--- src/rtl/fpm_cfg.svh ---
// constants for the flash programmer-mode command port
// assumes a 200 MHz system clock and a synchronous pin interface
//
// Overview of operation
// - program one 128-byte block per operation
// - low address byte 00/80, else flag
// - block address taken from second cycle
// - program end seen on polling bits
// - polling bits held until next command
// - erase always clears whole array
// - status read tells abnormal end kind
// - status kept until non-status command
// - status byte flag layout, reset zero
// - polling encodes busy, abnormal, normal
// - ignore commands during startup periods
// - program sequence is 129 write cycles
// - start in read mode, accept commands
`ifndef FPM_CFG_SVH
`define FPM_CFG_SVH

// command bytes
`define FPM_CMD_READ        8'h00
`define FPM_CMD_PROG        8'h40
`define FPM_CMD_ERASE       8'h20
`define FPM_CMD_STAT        8'h71

// legal low address bytes of a program block
`define FPM_BLK_LO_A        8'h00
`define FPM_BLK_LO_B        8'h80

// program block geometry
`define FPM_BLK_BYTES       128
`define FPM_BLK_LAST        7'h7f

// status byte bit positions and reset value
`define FPM_ST_ABNORMAL     7
`define FPM_ST_CMD_ERR      6
`define FPM_ST_PROG_ERR     5
`define FPM_ST_ERASE_ERR    4
`define FPM_ST_COUNT_OVER   1
`define FPM_ST_ADDR_ERR     0
`define FPM_ST_RESET        8'h00

// polling bit positions
`define FPM_POLL_DONE       7
`define FPM_POLL_OK         6

// timing
`define FPM_CLK_MHZ         200
`define FPM_T_OSC_MS        10
`define FPM_T_SETUP_MS      10
`define FPM_STARTUP_CYCLES  ((`FPM_T_OSC_MS + `FPM_T_SETUP_MS) * 1000 * `FPM_CLK_MHZ)

`endif

--- src/rtl/fpm_pkg.sv ---
// types and shared helpers of the programmer-mode command port
// assumes fpm_cfg.svh is on the include path
`include "fpm_cfg.svh"

package fpm_pkg;

   typedef logic [7:0] fpm_byte_t;

   // one-hot sequencer states
   typedef enum logic [7:0] {
      FPM_ST_STARTUP = 8'h01,
      FPM_ST_READ    = 8'h02,
      FPM_ST_WAIT    = 8'h04,
      FPM_ST_CMD2    = 8'h08,
      FPM_ST_LOAD    = 8'h10,
      FPM_ST_BUSY    = 8'h20,
      FPM_ST_POLL    = 8'h40,
      FPM_ST_STATUS  = 8'h80
   } fpm_state_e;

   // low address byte of a block transfer is legal
   function automatic logic fpm_blk_aligned(input logic [7:0] lo);
      fpm_blk_aligned = (lo == `FPM_BLK_LO_A) || (lo == `FPM_BLK_LO_B);
   endfunction : fpm_blk_aligned

endpackage : fpm_pkg

--- src/rtl/fpm_wr_sampler.sv ---
// write strobe sampler: one pulse per completed pin write cycle
// assumes pins already synchronous to i_clk_sys
`timescale 1ns/1ps

module fpm_wr_sampler (
   input  wire logic            i_clk_sys,
   input  wire logic            i_rst_n,
   input  wire logic            i_ce_n,
   input  wire logic            i_oe_n,
   input  wire logic            i_we_n,
   input  wire logic [16:0]     i_addr,
   input  wire fpm_pkg::fpm_byte_t i_data,
   output logic                 o_wr_stb,
   output logic [16:0]          o_wr_addr,
   output fpm_pkg::fpm_byte_t   o_wr_data
);
   import fpm_pkg::*;

   logic we_n_q;
   wire  we_rise = i_we_n & ~we_n_q & ~i_ce_n & i_oe_n;

   // edge detect and capture; addr/data sampled on the rising cycle
   always_ff @(posedge i_clk_sys or negedge i_rst_n) begin
      if (!i_rst_n) begin
         we_n_q    <= 1'b1;
         o_wr_stb  <= 1'b0;
         o_wr_addr <= 17'h00000;
         o_wr_data <= 8'h00;
      end else begin
         we_n_q   <= i_we_n;
         o_wr_stb <= we_rise;
         if (we_rise) begin
            o_wr_addr <= i_addr;
            o_wr_data <= i_data;
         end
      end
   end
endmodule : fpm_wr_sampler

--- src/rtl/fpm_port.sv ---
// programmer-mode command port: decodes pin writes, collects a program
// block, starts program/erase in the flash core and answers reads
// assumes synchronous pins and a flash core that pulses i_core_done
`timescale 1ns/1ps
`include "fpm_cfg.svh"

module fpm_port #(
   parameter int unsigned STARTUP_CYCLES = `FPM_STARTUP_CYCLES
) (
   input  wire logic               i_clk_sys,
   input  wire logic               i_rst_n,
   input  wire logic               i_ce_n,
   input  wire logic               i_oe_n,
   input  wire logic               i_we_n,
   input  wire logic               i_flash_write_permit_pin,
   input  wire logic [16:0]        i_addr,
   input  wire fpm_pkg::fpm_byte_t i_data,
   output fpm_pkg::fpm_byte_t      o_data,
   output logic                    o_data_oe,
   input  wire logic [6:0]         i_core_buf_idx,
   output fpm_pkg::fpm_byte_t      o_core_buf_data,
   output logic                    o_core_prog_start,
   output logic                    o_core_erase_start,
   output logic [9:0]              o_core_block_addr,
   output logic [16:0]             o_core_rd_addr,
   input  wire fpm_pkg::fpm_byte_t i_core_rd_data,
   input  wire logic               i_core_done,
   input  wire logic               i_core_fail,
   input  wire logic               i_core_count_over,
   output logic                    o_busy,
   output logic                    o_ready
);
   import fpm_pkg::*;

   fpm_state_e state;
   fpm_state_e next_state;
   logic [31:0] cnt;
   logic [6:0]  idx;
   fpm_byte_t   cmd1;
   fpm_byte_t   status;
   logic        op_erase;
   logic        poll_done;
   fpm_byte_t   prog_buf [0:`FPM_BLK_BYTES-1];

   logic        wr_stb;
   logic [16:0] wr_addr;
   fpm_byte_t   wr_data;

   fpm_wr_sampler u_wr (
      .i_clk_sys (i_clk_sys),
      .i_rst_n   (i_rst_n),
      .i_ce_n    (i_ce_n),
      .i_oe_n    (i_oe_n),
      .i_we_n    (i_we_n),
      .i_addr    (i_addr),
      .i_data    (i_data),
      .o_wr_stb  (wr_stb),
      .o_wr_addr (wr_addr),
      .o_wr_data (wr_data)
   );

   // command decode; startup and busy states take no command writes
   wire cmd_state = (state == FPM_ST_READ) || (state == FPM_ST_WAIT) ||
                    (state == FPM_ST_POLL) || (state == FPM_ST_STATUS);
   wire wr_cmd    = wr_stb & cmd_state;
   wire is_read   = (wr_data == `FPM_CMD_READ);
   wire is_prog   = (wr_data == `FPM_CMD_PROG);
   wire is_erase  = (wr_data == `FPM_CMD_ERASE);
   wire is_stat   = (wr_data == `FPM_CMD_STAT);
   wire is_known  = is_read | is_prog | is_erase | is_stat;
   wire cnt_done  = (cnt == 32'(STARTUP_CYCLES - 1));
   wire cmd2_wr   = wr_stb & (state == FPM_ST_CMD2);
   wire cmd2_ok   = cmd2_wr & (wr_data == cmd1);
   wire load_wr   = wr_stb & (state == FPM_ST_LOAD);
   wire load_last = load_wr & (idx == `FPM_BLK_LAST);
   wire core_end  = i_core_done & (state == FPM_ST_BUSY);
   wire drive_bus = ~i_ce_n & ~i_oe_n & (state != FPM_ST_STARTUP);

   // entry needs the permit pin high; low is refused as a command error
   wire prog_go   = wr_cmd & is_prog & i_flash_write_permit_pin;
   wire erase_go  = cmd2_ok & (cmd1 == `FPM_CMD_ERASE) & i_flash_write_permit_pin;

   // error events
   wire err_cmd   = (wr_cmd & (~is_known | (is_prog & ~i_flash_write_permit_pin))) |
                    (cmd2_wr & ~cmd2_ok) |
                    (cmd2_ok & (cmd1 == `FPM_CMD_ERASE) & ~i_flash_write_permit_pin);
   wire err_addr  = load_wr & (idx == 7'h00) & ~fpm_blk_aligned(wr_addr[7:0]);
   wire err_prog  = core_end & i_core_fail & ~op_erase;
   wire err_erase = core_end & i_core_fail & op_erase;
   wire err_count = core_end & i_core_count_over;

   // status kept through status read commands, cleared by any other one
   wire st_clr    = wr_cmd & ~is_stat;
   fpm_byte_t st_set;
   fpm_byte_t st_flags;
   fpm_byte_t next_status;
   always_comb begin
      st_set = 8'h00;
      st_set[`FPM_ST_CMD_ERR]    = err_cmd;
      st_set[`FPM_ST_PROG_ERR]   = err_prog;
      st_set[`FPM_ST_ERASE_ERR]  = err_erase;
      st_set[`FPM_ST_COUNT_OVER] = err_count;
      st_set[`FPM_ST_ADDR_ERR]   = err_addr;
      // set wins over clear so an error in the clearing cycle survives
      st_flags = (st_clr ? `FPM_ST_RESET : status) | st_set;
      next_status = st_flags;
      next_status[`FPM_ST_ABNORMAL] = |{st_flags[6:4], st_flags[1:0]};
   end

   wire abnormal = status[`FPM_ST_ABNORMAL];

   // polling byte: 0/0 busy, 1/0 abnormal, 1/1 normal, low bits zero
   fpm_byte_t poll_byte;
   always_comb begin
      poll_byte = 8'h00;
      poll_byte[`FPM_POLL_DONE] = poll_done;
      poll_byte[`FPM_POLL_OK]   = poll_done & ~abnormal;
   end

   // bus source by mode
   wire fpm_byte_t next_data = (state == FPM_ST_READ)   ? i_core_rd_data :
                               (state == FPM_ST_STATUS) ? status :
                               ((state == FPM_ST_BUSY) ||
                                (state == FPM_ST_POLL)) ? poll_byte : 8'h00;

   // sequencer
   always_comb begin
      next_state = state;
      case (state)
         FPM_ST_STARTUP: begin
            if (cnt_done) next_state = FPM_ST_READ;
         end
         FPM_ST_READ, FPM_ST_WAIT, FPM_ST_POLL, FPM_ST_STATUS: begin
            if (wr_cmd) begin
               if (is_read)       next_state = FPM_ST_READ;
               else if (prog_go)  next_state = FPM_ST_LOAD;
               else if (is_erase || is_stat) next_state = FPM_ST_CMD2;
               else               next_state = FPM_ST_WAIT;
            end
         end
         FPM_ST_CMD2: begin
            if (cmd2_wr) begin
               if (erase_go) next_state = FPM_ST_BUSY;
               else if (cmd2_ok && cmd1 == `FPM_CMD_STAT) next_state = FPM_ST_STATUS;
               else next_state = FPM_ST_WAIT;
            end
         end
         FPM_ST_LOAD: begin
            if (load_last) next_state = FPM_ST_BUSY;
         end
         FPM_ST_BUSY: begin
            if (i_core_done) next_state = FPM_ST_POLL;
         end
         default: next_state = FPM_ST_STARTUP;
      endcase
   end

   // state, startup count and sequence registers
   always_ff @(posedge i_clk_sys or negedge i_rst_n) begin
      if (!i_rst_n) begin
         state <= FPM_ST_STARTUP;
         cnt   <= 32'h00000000;
         cmd1  <= 8'h00;
         idx   <= 7'h00;
      end else begin
         state <= next_state;
         if (state == FPM_ST_STARTUP) cnt <= cnt + 32'h00000001;
         if (wr_cmd) cmd1 <= wr_data;
         if (wr_cmd) idx <= 7'h00;
         else if (load_wr) idx <= idx + 7'h01;
      end
   end

   // block address held from the first data cycle only
   always_ff @(posedge i_clk_sys or negedge i_rst_n) begin
      if (!i_rst_n) o_core_block_addr <= 10'h000;
      else if (load_wr && idx == 7'h00) o_core_block_addr <= wr_addr[16:7];
   end

   // program buffer: byte n of the transfer lands in slot n
   always_ff @(posedge i_clk_sys) begin
      if (load_wr) prog_buf[idx] <= wr_data;
   end

   // operation bookkeeping and flags
   always_ff @(posedge i_clk_sys or negedge i_rst_n) begin
      if (!i_rst_n) begin
         status    <= `FPM_ST_RESET;
         op_erase  <= 1'b0;
         poll_done <= 1'b0;
      end else begin
         status <= next_status;
         if (prog_go) op_erase <= 1'b0;
         else if (erase_go) op_erase <= 1'b1;
         // done flag outlives polling until the next command write
         if (core_end) poll_done <= 1'b1;
         else if (wr_cmd) poll_done <= 1'b0;
      end
   end

   // registered outputs
   always_ff @(posedge i_clk_sys or negedge i_rst_n) begin
      if (!i_rst_n) begin
         o_data             <= 8'h00;
         o_data_oe          <= 1'b0;
         o_core_buf_data    <= 8'h00;
         o_core_prog_start  <= 1'b0;
         o_core_erase_start <= 1'b0;
         o_core_rd_addr     <= 17'h00000;
         o_busy             <= 1'b0;
         o_ready            <= 1'b0;
      end else begin
         o_data             <= drive_bus ? next_data : 8'h00;
         o_data_oe          <= drive_bus;
         o_core_buf_data    <= prog_buf[i_core_buf_idx];
         o_core_prog_start  <= load_last;
         o_core_erase_start <= erase_go;
         o_core_rd_addr     <= i_addr;
         o_busy             <= (next_state == FPM_ST_BUSY);
         o_ready            <= (next_state != FPM_ST_STARTUP);
      end
   end
endmodule : fpm_port

--- config.mk ---
export PLATFORM = sky130hd
export DESIGN_NAME = fpm_port
export DESIGN_NICKNAME = d
export VERILOG_FILES = /design/src/rtl/fpm_pkg.sv /design/src/rtl/fpm_wr_sampler.sv /design/src/rtl/fpm_port.sv
export VERILOG_INCLUDE_DIRS = /design/src /design/src/rtl
export SDC_FILE = /design/constraint.sdc
export NUM_CORES = 1
export LEC_CHECK = 0
export BUFFER_PORTS_ARGS = -buffer_cell sky130_fd_sc_hd__buf_4
export CAP_MARGIN = 30
export CORE_MARGIN = 4
export CORE_UTILIZATION = 30
export CTS_BUF_LIST = sky130_fd_sc_hd__clkbuf_8
export DETAILED_ROUTE_END_ITERATION = 7
export SYNTH_ARGS = -nofsm -noshare
export SYNTH_HDL_FRONTEND = slang
export SYNTH_HIERARCHICAL = 1
export SYNTH_SLANG_ARGS = --single-unit
--- constraint.sdc ---
create_clock -name i_clk_sys -period 5.1 [get_ports i_clk_sys]
set_clock_uncertainty 0.15 [all_clocks]
set_input_delay 0.765 -clock i_clk_sys [delete_from_list [all_inputs] [get_ports i_clk_sys]]
set_output_delay 0.765 -clock i_clk_sys [all_outputs]
set_load 0.01 [all_outputs]
# ---- After elaboration in Yosys (flattened, before gate mapping)
# Memory sizes are Yosys's and may differ from the RTL's. A register that Yosys moved wholly into a read port is not among the register bits.
# Cells that the tools add are included.
dict set report word_totals {
  memories 1
  output_inout_bits 48
  word_cells 127
  inputBits 49
  ramBits 1024
  register_bits 132
}
dict set report classes {
  n_reduce_logical 17
  addsub 2
  n_mux 24
  eq_ne 20
  n_bitwise 44
}
# name depth width rd rd_ports_with_merged_regs write_ports line_no
set memory_table {}
lappend memory_table {prog_buf 128 8 1 1 1 fpm_port.sv:43} ;# fpm_byte_t prog_buf [0:`FPM_BLK_BYTES-1];
# cell count
set ops {}
lappend ops {{$mux W8} 11}
lappend ops {{$pmux W8 S5} 1}
lappend ops {{$add A32 B1 Y32 const B} 1}
lappend ops {{$eq A32 B22 Y1 const B} 1}
lappend ops {{$eq A8 B6 Y1 const B} 4}
lappend ops {{$eq A8 B7 Y1 const B} 4}
lappend ops {{$and A1 B1 Y1} 27}
lappend ops {{$mux W7} 3}
lappend ops {{$eq A8 B8 Y1 const B} 2}
lappend ops {{$logic_not A8 Y1} 2}
lappend ops {{$ne A8 B1 Y1 const B} 2}
lappend ops {{$mux W5} 2}
lappend ops {{$not A1 Y1} 10}
lappend ops {{$eq A8 B1 Y1 const B} 1}
lappend ops {{$eq A8 B2 Y1 const B} 1}
lappend ops {{$eq A8 B3 Y1 const B} 1}
lappend ops {{$eq A8 B4 Y1 const B} 1}
lappend ops {{$eq A8 B5 Y1 const B} 1}
lappend ops {{$eq A8 B8 Y1} 1}
lappend ops {{$add A7 B1 Y7 const B} 1}
lappend ops {{$eq A7 B7 Y1 const B} 1}
lappend ops {{$logic_not A7 Y1} 1}
lappend ops {{$or A7 B7 Y7} 1}
lappend ops {{$logic_or A1 B1 Y1} 6}
lappend ops {{8 further kinds} 21}

# ---- Logic depth before layout (Yosys ltp)
dict set report logic_depth {
  depth_word 12
  depth_mapped 8
  depth_no_buf 7
}

# ---- Modules after synthesis
# Netlist, hierarchy kept.
# module seq_area_each_um2 cells_per_inst area_each_um2 n_inst
set by_module_without_submodules {}
lappend by_module_without_submodules {fpm_port 33528.4 2046 44146.1 1}
lappend by_module_without_submodules {fpm_wr_sampler 676.9 56 1093.5 1}

# ---- Least setup slack after synthesis
# No wires, ideal clock.
dict set report synth_timing {
  kind {register to register}
  startpoint {reg u_wr.o_wr_data[6]}
  endpoint {reg state[2]}
  arrival_ps 3449
  setup_time_ps 131
  synth_period_minus_slack_ps 3730
  path_slack_ps 1370
  n_path_buf 1
  stages_incl_launch_ff 8
  required_ps 4819
  cell_sequence {dfrtp_1 > clkbuf_1 > xor2_1 > nor4_1 > nand2_1 > nor4_1 > nor3_1 > or3_1}
}
dict set report synth_via {
  elab_chain_cells 7
  elab_cells_between_ends 20
  classes_between {eq/ne (4); mux (8); bitwise (5); reduce/logical (3)}
}
# element line_no
set synth_lines {}
lappend synth_lines {{from (decl)} fpm_wr_sampler.sv:15} ;# output fpm_pkg::fpm_byte_t o_wr_data
lappend synth_lines {{from (signal assigned)} fpm_wr_sampler.sv:34} ;# o_wr_data <= i_data;
lappend synth_lines {{$eq A8 B8 Y1} fpm_port.sv:73} ;# wire cmd2_ok = cmd2_wr & (wr_data == cmd1);
lappend synth_lines {{$and A1 B1 Y1} fpm_port.sv:73}
lappend synth_lines {{$and A1 B1 Y1 (2 in series)} fpm_port.sv:81} ;# wire erase_go = cmd2_ok & (cmd1 == `FPM_CMD_ERASE) & i_flash_write_permit_pin;
lappend synth_lines {{net erase_go} fpm_port.sv:81}
lappend synth_lines {{$mux W8} fpm_port.sv:143} ;# if (erase_go) next_state = FPM_ST_BUSY;
lappend synth_lines {{$mux W8} fpm_port.sv:142} ;# if (cmd2_wr) begin
lappend synth_lines {{$pmux W8 S5} fpm_port.sv:129} ;# case (state)
lappend synth_lines {{net next_state[2]} fpm_port.sv:36} ;# fpm_state_e next_state;
lappend synth_lines {{to (signal assigned)} fpm_port.sv:166} ;# state <= next_state;
lappend synth_lines {{to (decl)} fpm_port.sv:35} ;# fpm_state_e state;
# The timed path passes the listed nets, and every way through them passes these cells.
# A chain may end at the register's enable or synchronous reset.

# ---- Final worst setup path
dict set report layout_timing {
  startpoint {reg state[1]}
  endpoint {mem prog_buf[47][2] in the netlist's numbering, enable pin}
}
dict set report layout_via {
  elab_chain_cells 4
}
# element line_no
set layout_lines {}
lappend layout_lines {{$eq A8 B5 Y1} fpm_port.sv:74} ;# wire load_wr = wr_stb & (state == FPM_ST_LOAD);
lappend layout_lines {{$and A1 B1 Y1} fpm_port.sv:74}
lappend layout_lines {{$mux W1} fpm_port.sv:182} ;# if (load_wr) prog_buf[idx] <= wr_data;
lappend layout_lines {{$mux W1 (implied by the code)} fpm_port.sv:182}
lappend layout_lines {{to (decl)} fpm_port.sv:43}
# No other way between the ends.

==> results.md <==
- Slew Limit Headroom: 33.2%
- Worst vdd ir: 267 uV
- Worst hold slack: 111 ps
- Vias in the first global route: 23500
- DR vias/cell: 4.86
- Total grt overflow: 0
- Max H-tree Level: 4
- Synth Flop Type: edfxtp_1
- Startpoint Class: register
- Routed WL per cell: 23.1 um
- Crit path time final: 3860 ps
- Fin nets: 2474
- Hpwl dp: 66000 um
- Mapped Cells: 2102
- Post-route antenna net violation count: 0
- Critical path class: register to register
- Final hold vios: 0
- Num CTS Buffers: 186
- Initial antenna violation count: 6
- Number of I/O pins: 97
- Clock Sinks: 1162
- Final setup TNS: 0 ps
- CTS tree: built
- Fillers: 13700
- CTS resizes: 0
- Final std cells w/o fill: 4596
- Status: finished, final reports clean
- Fin crit share: 75.6%
- First-pass iteration count of the detailed router: 5
- Slew Limit Fails: 0
- Std-Cell Rows: 142
- Hold WC Path Type: primary input to register
- Seq/Total Area, Yosys: 75.6%
- IO buf count: 96
- Max Fclk: 259 MHz
- Final Setup Violations: 0
- Worst setup EP type: register
- CTS Buffer Depth: 3
- Chip Width: 396 um
- Slew @ Worst Pin: 998 ps
- Syn. warnings: 6
- Worst-Skew Late Latency: 830 ps
- Synth Register Bits: 1162
- Worst-path maximum fanout: 11
- Required @ worst endpoint: 5400 ps
- Layout cells sized above 1: 31.9%
- Inst Count DP: 4208
- Arrival time at the worst endpoint: 4160 ps
- PD cells: 377 mW/mm2
- Post-synthesis cell type count: 52
- Power Total: 20.0 mW
- Largest net degree at the start of global routing: 105
- Reg2reg setup slack: 1240 ps
- Final core occ: 35.4%
- Post-placement cell area: 0.0490 mm2
- DRT iter0 DRCs: 2456
- RSZ-0062 raised after global routing: no
- Design Area, Final: 0.0530 mm2
- Worst Setup Slack, final: 1240 ps
- Worst-path clk slew: 60 ps
- Die ar.: 0.157 mm2
- Clock root buffer: clkbuf_8
- Core ar.: 0.150 mm2
- Setup slack at placement: 1050 ps
- Synthesized cell area: 0.0452 mm2
- Post-Syn Area per Cell: 21.5 um2
- EDFF count, synth: 1024
- Starting density of the core: 30.2%
- Max Cap Viol: 0
- Syn Nets: 2154
- Leak pwr: 17.5 nW
- FFs w/ async S/R, synth: 11.9%
- GPL Wtd Cong: 0.797
- Total Routing Usage GR: 13.5%
- Via Count: 22400
- Post-CTS setup buffer count: 0
- Routed WL: 106000 um
- Chip height: 396 um
- Drc violations: 0
- Area Overhead vs Synth: 17.2%
- First-pass GRT wire length: 159000 um
==> registers in the layout (all words and copies together) (netlist names), 6 cells and up <==
| name | flops |
|---|---|
| cnt | 32 |
| status | 6 |
| o_core_block_addr | 10 |
| prog_buf | 1024 |
| state | 8 |
| o_core_buf_data | 8 |
| o_data | 8 |
| u_wr/o_wr_addr | 17 |
| u_wr/o_wr_data | 8 |
| o_core_rd_addr | 17 |
| cmd1 | 8 |
| idx | 7 |
==> cell usage after synthesis, drive strengths merged, types with 2 or more instances <==
cell type	count	area, um2
xor2	21	184
nand2b	3	18.8
nand4	13	81.3
or2	2	12.5
nand3	26	130
nand4b	2	17.5
a21oi	8	40.0
a22oi	8	60.1
nor4	14	93.8
o21ai	9	45.0
a31oi	3	18.8
nand2	70	263
o2111ai	3	26.3
and4b	2	20.0
inv	14	52.6
nor3	11	60.1
clkbuf	58	218
or3	4	25.0
nor2	161	604
and2	6	37.5
edfxtp	1024	30700
a211oi	2	15.0
buf	47	284
or4	3	22.5
xnor2	25	219
mux2	43	556
and3	11	68.8
and4	6	52.6
nor4b	2	17.5
a21o	5	37.5
dfstp	2	52.6
nor2b	7	43.8
mux4	336	7570
dfrtp	136	3400
o21a	2	15.0
ha	3	37.5
a22o	2	17.5
==> worst paths after layout <==
path / startpoint / to / depth (start not counted)
worst max-delay path: state[1]$_DFF_PN0_ / prog_buf[47][2]$_DFFE_PP_ / 6
worst min-delay path: i_core_rd_data[7] / o_data[7]$_DFF_PN0_ / 3
max in group asynchronous: i_rst_n / cnt[3]$_DFFE_PN0P_ / 4
min in group asynchronous: i_rst_n / o_core_buf_data[2]$_DFF_PN0_ / 2
worst max register to register: state[1]$_DFF_PN0_ / prog_buf[47][2]$_DFFE_PP_ / 6
worst min register to register: cnt[6]$_DFFE_PN0P_ / cnt[6]$_DFFE_PN0P_ / 1
==> worst max-delay path: stages, from the launching register on <==
cell and delay (ps):
dfrtp_1 500, nor3_1 440, and4_1 340, and2_1 320
nand3_1 560, buf_4 440, nor2_1 720
==> report_power, final <==
| part | internal [mW] | total [mW] | switching [mW] |
|---|---|---|---|
| Combinational | 0.528 | 1.37 | 0.844 |
| Sequential | 10.9 | 11.1 | 0.215 |
| Clock | 3.85 | 7.49 | 3.65 |
| Total | 15.3 | 20.0 | 4.71 |
==> cells by family after synthesis <==
| kind of cell | Yosys count | synth area share (%) |
|---|---|---|
| and+or+nand+nor | 346 | 3.53 |
| buffers and inverters | 119 | 1.23 |
| AOI/OAI and AO/OA | 47 | 0.703 |
| muxes | 379 | 18.0 |
| adders and majority gates | 3 | 0.0830 |
| xor gates and xnor gates | 46 | 0.891 |
| DFF | 1162 | 75.6 |
==> layout by cell type (no fill, tap or decap), drive strengths merged, types with 3 or more instances in the layout <==
cell,count
dlygate4sd3,36
buf,201
a21oi,8
bufinv,7
or4,3
or3,4
and2,6
xor2,21
nand4,13
and3,11
and4,6
edfxtp,1024
dfrtp,136
clkbuf,190
nor2b,7
ha,3
clkinv,73
mux4,336
a31oi,3
nand2b,3
a22oi,8
nand3,26
nor2,161
mux2,43
nor3,11
o2111ai,3
nand2,70
inv,86
xnor2,25
nor4,14
a21o,5
o21ai,9
==> repair_timing <==
| item | in CTS | in global routing |
|---|---|---|
| setup endpoints to repair | 0 | 0 |
| endpoints found under the hold margin | 150 | 0 |
| hold buffers | 36 | 0 |
==> cell type report <==
| type | instances | area, um2 | area share (%) |
|---|---|---|---|
| Clock buffer | 190 | 2620 | 4.93 |
| Sequential cell | 1162 | 34200 | 64.6 |
| Antenna cell | 2 | 5.00 | 0.00944 |
| Timing Repair Buffer | 237 | 2200 | 4.15 |
| Clock inverter | 154 | 890 | 1.68 |
| Tap cell | 2016 | 2520 | 4.76 |
| Multi-Input combinational cell | 821 | 10500 | 19.8 |
| Inverter | 14 | 52.6 | 0.0991 |
==> per-layer routing <==
layer | part of all wire, % | GRT usage, %
met5 | 0 | 0
met4 | 2.3 | 4.09
met3 | 8.3 | 3.58
met2 | 49 | 21.8
met1 | 41 | 18.1
Note: power is estimated with default switching activity, not from simulation.
